[config.mk]
export PLATFORM = sky130hd
export DESIGN_NAME = sspt_sensor_flat
export DESIGN_NICKNAME = d
export VERILOG_FILES = /design/src/hdl/sspt_pkg.sv /design/src/hdl/sspt_if.sv /design/src/hdl/sspt_sensor.sv /design/src/flat_wrapper.sv
export SDC_FILE = /design/constraint.sdc
export NUM_CORES = 2
export LEC_CHECK = 0
export ABC_AREA = 1
export BUFFER_PORTS_ARGS = -buffer_cell sky130_fd_sc_hd__buf_2
export CORE_MARGIN = 3
export CORE_UTILIZATION = 50
export DETAILED_ROUTE_END_ITERATION = 8
export PLACE_DENSITY = 0.65
export SKIP_CTS_REPAIR_TIMING = 1
export SYNTH_ARGS = -nofsm -noshare
export SYNTH_HDL_FRONTEND = slang
export SYNTH_HIERARCHICAL = 1
export SYNTH_SLANG_ARGS = --single-unit
[constraint.sdc]
create_clock -name mclk -period 6.4 [get_ports mclk]
set_clock_uncertainty 0.2 [all_clocks]
set_input_delay 0.32 -clock mclk [delete_from_list [all_inputs] [get_ports mclk]]
set_output_delay 0.32 -clock mclk [all_outputs]
set_load 0.02 [all_outputs]
[src/hdl/sspt_pkg.sv]
// package of constants shared by both ends of the sensor serial port
// Overview of operation
// - host alone starts every exchange
// - chip select high: ignore inputs, tristate output
// - host always generates the serial clock
// - chip select rise aborts, port goes idle
// - after abort host still keeps usual waits
// - host frames each transaction with chip select
// - write: address byte msb 1, then data
// - sensor samples data on rising clock
// - sensor changes output after falling clock
// - host spaces writes at least 30 us
// - write to read gap at least 20 us
// - after read wait 250 ns
// - read address to data wait 4 us
// - chip select low to first fall 120 ns
// - write: hold select low 20 us after
// - read: hold select low 120 ns after
// - reset register write: motion valid within 50 ms
// - power down bit: low current within 50 ms
// - wake write: motion valid 50 to 55 ms
// - read: address msb 0, sensor returns data
package sspt_pkg;
  localparam int unsigned clk_mhz = 200;
  // timing figures in their own units
  localparam int unsigned t_sww_us = 30;
  localparam int unsigned t_swr_us = 20;
  localparam int unsigned t_srw_ns = 250;
  localparam int unsigned t_srad_us = 4;
  localparam int unsigned t_ncs_sclk_ns = 120;
  localparam int unsigned t_sclk_ncs_wr_us = 20;
  localparam int unsigned t_sclk_ncs_rd_ns = 120;
  localparam int unsigned t_mot_rst_ms = 50;
  localparam int unsigned t_pd_ms = 50;
  localparam int unsigned t_wake_min_ms = 50;
  localparam int unsigned t_wake_max_ms = 55;
  // derived cycle counts, least times rounded up
  localparam int unsigned cyc_sww = t_sww_us * clk_mhz;
  localparam int unsigned cyc_swr = t_swr_us * clk_mhz;
  localparam int unsigned cyc_srw = (t_srw_ns * clk_mhz + 999) / 1000;
  localparam int unsigned cyc_srad = t_srad_us * clk_mhz;
  localparam int unsigned cyc_ncs_sclk =
    (t_ncs_sclk_ns * clk_mhz + 999) / 1000;
  localparam int unsigned cyc_sclk_ncs_wr = t_sclk_ncs_wr_us * clk_mhz;
  localparam int unsigned cyc_sclk_ncs_rd =
    (t_sclk_ncs_rd_ns * clk_mhz + 999) / 1000;
  // longest times rounded down; wake least rounded up
  localparam int unsigned cyc_mot_rst = t_mot_rst_ms * clk_mhz * 1000;
  localparam int unsigned cyc_pd = t_pd_ms * clk_mhz * 1000;
  localparam int unsigned cyc_wake_min = t_wake_min_ms * clk_mhz * 1000;
  localparam int unsigned cyc_wake_max = t_wake_max_ms * clk_mhz * 1000;
  // host serial clock half period: 41 cycles from sclk_half = 40, 410 ns period
  localparam int unsigned sclk_half = 40;
  // register map fields
  localparam logic [6:0] reg_pwr_ctl = 7'h0d;
  localparam logic [6:0] reg_reset = 7'h3a;
  localparam logic [7:0] reset_key = 8'h5a;
  localparam int unsigned pd_bit = 1;
  localparam int unsigned rw_bit = 7;
  localparam logic [2:0] bit_last = 3'h7;
  localparam logic [7:0] reg_rst_val = 8'h00;
endpackage : sspt_pkg

[src/hdl/sspt_if.sv]
// interface joining host and sensor ends of the serial port
`timescale 1ns/10ps
interface sspt_if;
  logic sclk;
  logic mosi;
  logic ncs_n;
  logic miso_out;
  logic miso_oe_n;
  modport sensor (
    input sclk,
    input mosi,
    input ncs_n,
    output miso_out,
    output miso_oe_n
  );
  modport host (
    output sclk,
    output mosi,
    output ncs_n,
    input miso_out,
    input miso_oe_n
  );
endinterface : sspt_if

[src/hdl/sspt_sensor.sv]
// sensor end: pin synchronisers, serial slave, registers, power sequencing
`timescale 1ns/10ps
//////////////////////////////////////////////////////////////////////
// two-flop synchroniser for one pin coming from the host's side
module sspt_sync #(
  parameter logic rst_val = 1'b0
) (
  input wire logic mclk,
  input wire logic srst,
  input wire logic din,
  output logic dout
);
  import sspt_pkg::*;

  typedef struct packed {
    logic meta;
    logic stable;
  } sspt_sy_t;

  sspt_sy_t st_ff;
  sspt_sy_t nxt_st;

  // only the second stage leaves; the first may still be settling
  always_comb begin
    nxt_st = st_ff;
    nxt_st.meta = din;
    nxt_st.stable = st_ff.meta;
  end

  // reset to the pin's idle level, else a false edge follows reset
  always_ff @(posedge mclk) begin
    if (srst) begin
      st_ff <= {rst_val, rst_val};
    end else begin
      st_ff <= nxt_st;
    end
  end

  assign dout = st_ff.stable;
endmodule : sspt_sync

//////////////////////////////////////////////////////////////////////
// serial slave end of the link
module sspt_sensor #(
  parameter int unsigned mot_rst_cyc = sspt_pkg::cyc_mot_rst,
  parameter int unsigned pd_cyc = sspt_pkg::cyc_pd,
  parameter int unsigned wake_cyc = sspt_pkg::cyc_wake_min
) (
  input wire logic mclk,
  input wire logic srst,
  sspt_if.sensor bus,
  output logic [6:0] wr_addr,
  output logic [7:0] wr_data,
  output logic wr_stb,
  output logic motion_valid,
  output logic low_power
);
  import sspt_pkg::*;

  typedef enum logic [1:0] {s_run, s_settle, s_pdown} sspt_pwr_t;
  typedef struct packed {
    logic sclk_d;
    logic [2:0] bcnt;
    logic second;
    logic wr;
    logic [6:0] addr;
    logic [7:0] sh;
    logic [7:0] tx;
    logic miso;
    logic oe_n;
    logic [127:0][7:0] regs;
    sspt_pwr_t pwr;
    logic [31:0] tmr;
    logic [6:0] wa;
    logic [7:0] wd;
    logic ws;
    logic mv;
    logic lp;
  } sspt_sen_t;

  sspt_sen_t st_ff;
  sspt_sen_t nxt_st;
  logic sel;
  logic rise;
  logic fall;
  logic [7:0] byte_in;
  logic ncs_s;
  logic sclk_s;
  logic mosi_s;

  // every host pin crosses into mclk through two flops before use
  sspt_sync #(.rst_val(1'b1)) u_sync_ncs (
    .mclk(mclk),
    .srst(srst),
    .din(bus.ncs_n),
    .dout(ncs_s)
  );
  // serial clock idles high, so its stages reset high too
  sspt_sync #(.rst_val(1'b1)) u_sync_sclk (
    .mclk(mclk),
    .srst(srst),
    .din(bus.sclk),
    .dout(sclk_s)
  );
  // data is only looked at on a detected rise
  sspt_sync #(.rst_val(1'b0)) u_sync_mosi (
    .mclk(mclk),
    .srst(srst),
    .din(bus.mosi),
    .dout(mosi_s)
  );

  ////////////////////////////////////////////////////////////////////
  // next-state logic
  always_comb begin
    nxt_st = st_ff;
    nxt_st.sclk_d = sclk_s;
    nxt_st.ws = 1'b0;
    sel = ~ncs_s;
    rise = sclk_s & ~st_ff.sclk_d;
    fall = ~sclk_s & st_ff.sclk_d;
    byte_in = {st_ff.sh[6:0], mosi_s};
    if (!sel) begin
      // deselected: port idle, counter back at address bit
      nxt_st.bcnt = 3'h0;
      nxt_st.second = 1'b0;
      nxt_st.oe_n = 1'b1;
    end else begin
      // output only while selected; sensor never starts alone
      nxt_st.oe_n = 1'b0;
      if (rise) begin
        nxt_st.sh = byte_in;
        nxt_st.bcnt = 3'(st_ff.bcnt + 3'h1);
        if (st_ff.bcnt == bit_last) begin
          if (!st_ff.second) begin
            nxt_st.second = 1'b1;
            nxt_st.wr = byte_in[rw_bit];
            nxt_st.addr = byte_in[6:0];
            nxt_st.tx = st_ff.regs[byte_in[6:0]];
          end else begin
            nxt_st.second = 1'b0;
            if (st_ff.wr) begin
              nxt_st.regs[st_ff.addr] = byte_in;
              nxt_st.wa = st_ff.addr;
              nxt_st.wd = byte_in;
              nxt_st.ws = 1'b1;
            end
          end
        end
      end
      // shift out msb first, changing only after a falling edge
      if (fall && st_ff.second && !st_ff.wr) begin
        nxt_st.miso = st_ff.tx[7];
        nxt_st.tx = {st_ff.tx[6:0], 1'b0};
      end
    end
    // power sequencing driven by completed writes
    if (st_ff.tmr != 32'h0) begin
      nxt_st.tmr = st_ff.tmr - 32'h1;
    end
    case (st_ff.pwr)
      s_run: begin
        if (st_ff.ws && st_ff.wa == reg_pwr_ctl && st_ff.wd[pd_bit]) begin
          nxt_st.pwr = s_pdown;
          nxt_st.tmr = 32'(pd_cyc);
          nxt_st.mv = 1'b0;
        end
      end
      s_settle: begin
        if (st_ff.tmr == 32'h1 || st_ff.tmr == 32'h0) begin
          nxt_st.pwr = s_run;
          nxt_st.mv = 1'b1;
        end
      end
      s_pdown: begin
        if (st_ff.tmr == 32'h1) begin
          nxt_st.lp = 1'b1;
        end
      end
      default: begin
        nxt_st.pwr = s_run;
      end
    endcase
    // reset key write from any state restarts motion settling
    if (st_ff.ws && st_ff.wa == reg_reset && st_ff.wd == reset_key) begin
      nxt_st.pwr = s_settle;
      nxt_st.tmr = (st_ff.pwr == s_pdown) ? 32'(wake_cyc) : 32'(mot_rst_cyc);
      nxt_st.mv = 1'b0;
      nxt_st.lp = 1'b0;
      nxt_st.regs = '0;
    end
  end

  ////////////////////////////////////////////////////////////////////
  // state register
  always_ff @(posedge mclk) begin
    if (srst) begin
      st_ff <= '0;
      st_ff.sclk_d <= 1'b1; // clock idles high, no false rise
      st_ff.oe_n <= 1'b1;
      st_ff.pwr <= s_run;
      st_ff.mv <= 1'b1;
    end else begin
      st_ff <= nxt_st;
    end
  end

  assign bus.miso_out = st_ff.miso;
  assign bus.miso_oe_n = st_ff.oe_n;
  assign wr_addr = st_ff.wa;
  assign wr_data = st_ff.wd;
  assign wr_stb = st_ff.ws;
  assign motion_valid = st_ff.mv;
  assign low_power = st_ff.lp;
endmodule : sspt_sensor

[src/flat_wrapper.sv]
// flat-port wrapper written by rule: the top's interface ports become plain ports
module sspt_sensor_flat import sspt_pkg::*;
#(
  parameter int unsigned mot_rst_cyc = sspt_pkg::cyc_mot_rst,
  parameter int unsigned pd_cyc = sspt_pkg::cyc_pd,
  parameter int unsigned wake_cyc = sspt_pkg::cyc_wake_min
)
  (mclk, srst, wr_addr, wr_data, wr_stb, motion_valid, low_power, bus_sclk, bus_mosi, bus_ncs_n, bus_miso_out, bus_miso_oe_n);
  sspt_if bus_i ();
  input wire logic mclk;
  input wire logic srst;
  output logic [6:0] wr_addr;
  output logic [7:0] wr_data;
  output logic wr_stb;
  output logic motion_valid;
  output logic low_power;
  input wire logic [$bits(bus_i.sclk)-1:0] bus_sclk;
  input wire logic [$bits(bus_i.mosi)-1:0] bus_mosi;
  input wire logic [$bits(bus_i.ncs_n)-1:0] bus_ncs_n;
  output wire logic [$bits(bus_i.miso_out)-1:0] bus_miso_out;
  output wire logic [$bits(bus_i.miso_oe_n)-1:0] bus_miso_oe_n;
  assign bus_i.sclk = bus_sclk;
  assign bus_i.mosi = bus_mosi;
  assign bus_i.ncs_n = bus_ncs_n;
  assign bus_miso_out = bus_i.miso_out;
  assign bus_miso_oe_n = bus_i.miso_oe_n;
  sspt_sensor #(.mot_rst_cyc(mot_rst_cyc), .pd_cyc(pd_cyc), .wake_cyc(wake_cyc)) u_core (.mclk(mclk), .srst(srst), .bus(bus_i), .wr_addr(wr_addr), .wr_data(wr_data), .wr_stb(wr_stb), .motion_valid(motion_valid), .low_power(low_power));
endmodule
; Yosys cells after proc, flatten, opt, wreduce, memory -nomap -nowiden
; Cells that the tools add are included.
[totals]
ff_bits = 1112
input_bits = 5
out_inout_bits = 20
elab_cells = 231
[op_classes]
addsub = 2
n_lt_le_gt_ge = 3
eq_ne = 13
muxes = 24
bitwise = 9
n_reduce_logical = 28
[op_table]
columns = op, n
row1 = $bwmux 1024, 1
row2 = $mux 32, 2
row3 = $bmux 8 s7, 1
row4 = $demux 8 s7, 1
row5 = $mux 8, 5
row6 = $mux 34, 1
row7 = $mux 33, 1
row8 = $eq 32x1->1 const B, 1
row9 = $logic_not 32->1, 1
row10 = $reduce_bool 32->1, 1
row11 = $sub 32x1->32 const B, 1
row12 = $lt 7x8->1 const B, 2
row13 = $mux 9, 1
row14 = $reduce_and 3->1, 3
row15 = $eq 8x7->1 const B, 1
row16 = $reduce_and 2->1, 4
row17 = $reduce_and 4->1, 2
row18 = $eq 7x4->1 const B, 1
row19 = $eq 7x6->1 const B, 1
row20 = $ge 7x1->1 const B, 1
row21 = $logic_and 1x1->1, 7
row22 = $mux 1, 7
row23 = $not 1->1, 7
row24 = $ne 2x1->1 const B, 3
row25 = 18 further kinds, 23

; Depth between registers and ports, before layout
[logic_depth]
ltp_word = 6
mapped_depth = 15
mapped_depth_nobuf = 15

; Hierarchy
; The synthesis kept the hierarchy.
[modules_own_cells]
columns = mod, instances, cells_per_inst, area_per_inst_um2, seq_area_each_um2
row1 = sspt_sensor, 1, 7074, 52367.7, 22141.2
row2 = sspt_sync (u_core.u_sync_ncs ...), 2, 7, 58.8, 40.0
row3 = sspt_sync (u_core.u_sync_mosi), 1, 6, 55.1, 40.0

; Least setup slack after synthesis
; Ideal clock, no wire load.
[synth_path]
kind = register -> register
startpoint = register u_core/st_ff[1103] in the netlist's numbering
endpoint = register u_core/st_ff[281] in the netlist's numbering
setup_time_ns = 0.079
t_arrival_ns = 1.902
t_required_ns = 6.121
slack_ns = 4.219
stages_incl_launch_ff = 15
n_path_buf = 3
period_less_slack_ns = 2.181
path_cell_list = dfxtp_1 > ha_1 > ha_1 > nand2_2 > inv_2 > nand4_4 > clkinv_2 > buf_8 > nand2_2 > clkinv_2 > buf_8 > nand2_2 > buf_6 > nor2_1 > a211oi_2
[synth_via]
elab_chain_cells = 2
[synth_rtl]
columns = item, line_no
row1 = "start, declared", sspt_sensor.sv:81  ; sspt_sen_t st_ff;
row2 = "start signal, assigned", sspt_sensor.sv:204  ; st_ff <= nxt_st;
row3 = $eq 3x3->1, sspt_sensor.sv:134  ; if (st_ff.bcnt == bit_last) begin
row4 = $reduce_and 5->1 (no line), -
; No other way between the ends.
; A chain may end at the register's enable or synchronous reset.

; Worst setup path after layout
[layout_path]
startpoint = register u_core.st_ff, in the netlist u_core/byte_in[1]
endpoint = register u_core/st_ff[1078] in the netlist's numbering
[layout_via]
elab_chain_cells = 6
[layout_rtl]
columns = item, line_no
row1 = $bmux 8 s7, sspt_sensor.sv:139  ; nxt_st.tx = st_ff.regs[byte_in[6:0]];
row2 = $mux 8 (not written as such), sspt_sensor.sv:139
row3 = $mux 8, sspt_sensor.sv:135  ; if (!st_ff.second) begin
row4 = $mux 8, sspt_sensor.sv:134
row5 = $mux 8, sspt_sensor.sv:131  ; if (rise) begin
row6 = $mux 9, sspt_sensor.sv:152  ; if (fall && st_ff.second && !st_ff.wr) begin
; No other way between the ends. The select of a mux whose other input is x is not followed.

==> metrics.yaml <==
global_routing:
  antenna_found_initial: 0
  grt_pass1_vias: 42300
  grt_pass1_wl_mm: 243
  track_usage_pct: 27.7
  grt_max_degree: 210
  grt.overflow.total: 0
drt:
  drt-total-wl_mm: 155
  drc: 0
  wl_per_cell_um: 19.1
  via_count: 46300
  ant_nets: 0
  routed_via_density: 5.67
  firstDrtPassIters: 5
  drt-initial-drc-count: 4475
setup_path:
  startpoint_type: "flip-flop"
  crit_required_ns: 6.77
  critPathTopFamily: "buffers and inverters"
  cp_slowest_cell: "dfxtp_4"
  critPathMaxStageDelay_ns: 0.79
  endpoint_kind: "flip-flop"
  crit_chain: "buf_4 -> buf_4 -> nand3_1 -> nand3_1 -> nand2_1 -> nand2_1 -> nand3_1 -> nand3_1 -> nand3_1 -> nand3_1 -> a21oi_1"
  timing_worst_setup_path_type: "flip-flop to flip-flop"
  cp-startpoint: "u_core/byte_in[1]"
  cp_num_buf_inv: 2
  worstRegToRegCells: 11
  r2r_start: "u_core/byte_in[1]"
  crit_top_cell: "nand3_1"
  cp_max_fo: 59
  crit_arrival_ns: 4.10
  cp.depth: 11
synthesis:
  seq_area_frac_synth_pct: 42.4
  ys_ff_latch: 1112
  synth.distinct_cells: 40
  yosysWarnings: 6
  syn_area_per_cell_um2: 7.41
  postSynthCellCount: 7094
  synth-async-reset-ratio_pct: 0
  synthFlopType: "dfxtp_1"
  syn-cell-area_um2: 52500
  synth_nets: 7103
  synth_edf_count: 0
clock_network:
  clock-root-buffer: "clkbuf_16"
  cts_max_level: 3
  cts_buffers: 117
  clk_pin_slew_worst_paths_ns: 0.06
  cts_sinks: 1112
  insertion_delay_ns: 0.70
  cts_tree: "built"
  cts_buffer_depth: 3
sta:
  setup_slack_ns: 2.67
  finalCriticalPeriod_ns: 3.73
  hold_viol: 0
  slew_violations: 0
  tightestPinTransition_ns: 1.12
  hold_slack_ns: 0.202
  relSlewSlack_pct: 25.5
  layout_worst_path_cycle_share_pct: 58.3
  fin_tns_setup_ns: 0
  final-setup-viol-count: 0
  max_freq_mhz: 268
  rsz0062_at_grt: "no"
placement:
  io_buffers: 24
  routabilityCongestion: 0.852
  dpl_worst_slack_ns: 2.71
  placed_cells: 7930
  hpwl_mm: 86.8
  placed_cell_area_um2: 52000
pwr:
  report.power.total_mw: 15.4
  worst_ir_drop_vdd_mv: 0.349
  power.density_nw_per_um2: 273
  p_leak_nw: 21.7
  power_frac_seq_pct: 46.1
  sw_frac_of_total_pct: 24.1
  pwr-share-comb_pct: 6.7
  p_sw_mw: 3.70
  pwr-share-clk_pct: 47.2
  p_int_mw: 11.7
floorplan:
  ios: 25
  die_area_um2: 109000
  die_h_um: 330
  die-width_um: 330
  initial_core_util_pct: 50.5
  core.rowCount: 118
  core_area_um2: 104000
cells_and_area:
  num-fill-cells: 9944
  syn_to_final_growth_pct: 7.04
  fin_nets: 6685
  fin_cells: 8156
  fin_area_um2: 56200
  multiInputGateArea_um2: 24600
  final_util_pct: 54.1
  n_antenna_cell: 0
  drive_gt1_share_pct: 8.49
  seqCellArea_um2: 22300
worst_hold_path:
  hp-class: "flip-flop to flip-flop"
  hold_depth: 2
  min-delay-start: "u_core/u_sync_mosi/nxt_st[0]"
run:
  cap_violations: 0
outcome:
  status: "finished clean"
-- worst min-delay path, stage by stage (launching register included) --
cell	delay [ns]
dfxtp_1	0.30
inv_1	0.04
nor2_1	0.03
-- cell families after synthesis --
kind of cell / count (synthesis) / share of synthesized area, %
AO/OA/AOI/OAI: 1584 / 21.6
XOR/XNOR: 7 / 0.117
adder cells (fa/ha/maj): 4 / 0.0953
buffers and inverters: 1353 / 10.9
flip-flops: 1112 / 42.4
AND/OR/NAND/NOR: 3034 / 24.9
-- layer usage --
metal / part of all wire [%] / track usage (%) / vias to the layer above / routed length [um]
met5: 0 / 0 / - / 0
met4: 3.1 / 9.10 / 0 / 4880
met3: 6.4 / 3.68 / 263 / 9900
met2: 45 / 44.4 / 1464 / 69900
met1: 46 / 38.7 / 21800 / 70800
li1: - / - / 22700 / -
-- placed cells by master (no fill, tap or decap), types with 3 or more instances in the layout --
| cell type | instances |
|---|---|
| a211oi_1 | 479 |
| a211oi_2 | 168 |
| a21oi_1 | 476 |
| buf_12 | 14 |
| buf_2 | 24 |
| buf_4 | 36 |
| bufinv_16 | 13 |
| clkbuf_1 | 26 |
| clkbuf_16 | 120 |
| clkbuf_8 | 35 |
| clkinv_2 | 20 |
| clkinvlp_4 | 4 |
| dfxtp_1 | 1104 |
| dfxtp_4 | 8 |
| dlygate4sd3_1 | 7 |
| ha_1 | 4 |
| inv_1 | 682 |
| inv_2 | 42 |
| inv_6 | 5 |
| nand2_1 | 1262 |
| nand2_2 | 18 |
| nand2_4 | 38 |
| nand3_1 | 933 |
| nand4_1 | 14 |
| nor2_1 | 723 |
| nor2_2 | 8 |
| nor2_4 | 9 |
| nor3_1 | 13 |
| nor4_1 | 6 |
| o21a_1 | 377 |
| o21ai_0 | 82 |
| xnor2_1 | 3 |
| xor2_1 | 4 |
-- cell type report --
cell class / instances / share of cell area (%)
flip-flops and latches: 1112 / 39.6
multi-input cells: 4629 / 43.7
well taps: 1380 / 3.07
clock buffers: 181 / 6.37
clock inverters: 38 / 0.988
repair buffers: 81 / 1.32
inverters: 735 / 4.96
-- Yosys cell counts (8+ instances only) --
cell | number | area share (%)
a211oi_1 | 479 | 6.8
a211oi_2 | 168 | 4.0
a21oi_1 | 476 | 4.5
buf_1 | 92 | 0.66
buf_2 | 192 | 1.8
buf_4 | 50 | 0.71
buf_6 | 21 | 0.45
clkbuf_1 | 258 | 1.8
dfxtp_1 | 1112 | 42
inv_1 | 685 | 4.9
inv_2 | 44 | 0.31
nand2_1 | 1263 | 9.0
nand2_2 | 18 | 0.21
nand2_4 | 37 | 0.79
nand3_1 | 933 | 8.9
nand4_1 | 14 | 0.17
nor2_1 | 723 | 5.2
nor2_2 | 8 | 0.095
nor2_4 | 9 | 0.19
nor3_1 | 13 | 0.12
o21a_1 | 377 | 5.4
o21ai_0 | 82 | 0.78
-- sequential cells by signal (all words and copies together), names as in the netlist, 7 cells and up --
name            cells
u_core/wr_data      8
u_core/byte_in      7
u_core/wr_addr      7
u_core/st_ff     1079
-- power by group through the flow --
stage	registers (mW)	clock network, mW	logic [mW]
final	7.09	7.24	1.03
after CTS	7.08	7.36	1.02
after floorplan	7.21	0	0.804
after detailed placement	7.24	0	1.01
after global placement	7.24	0	1.00
after global routing	7.09	7.63	1.17
-- final timing paths --
path                                                end  slack (ns)
worst min register to register  u_core/u_sync_mosi/dout        0.20
worst max-delay path                 u_core/st_ff[1078]        2.67
worst max register to register       u_core/st_ff[1078]        2.67
worst min-delay path            u_core/u_sync_mosi/dout        0.20
(Power assumes the default switching activity.)
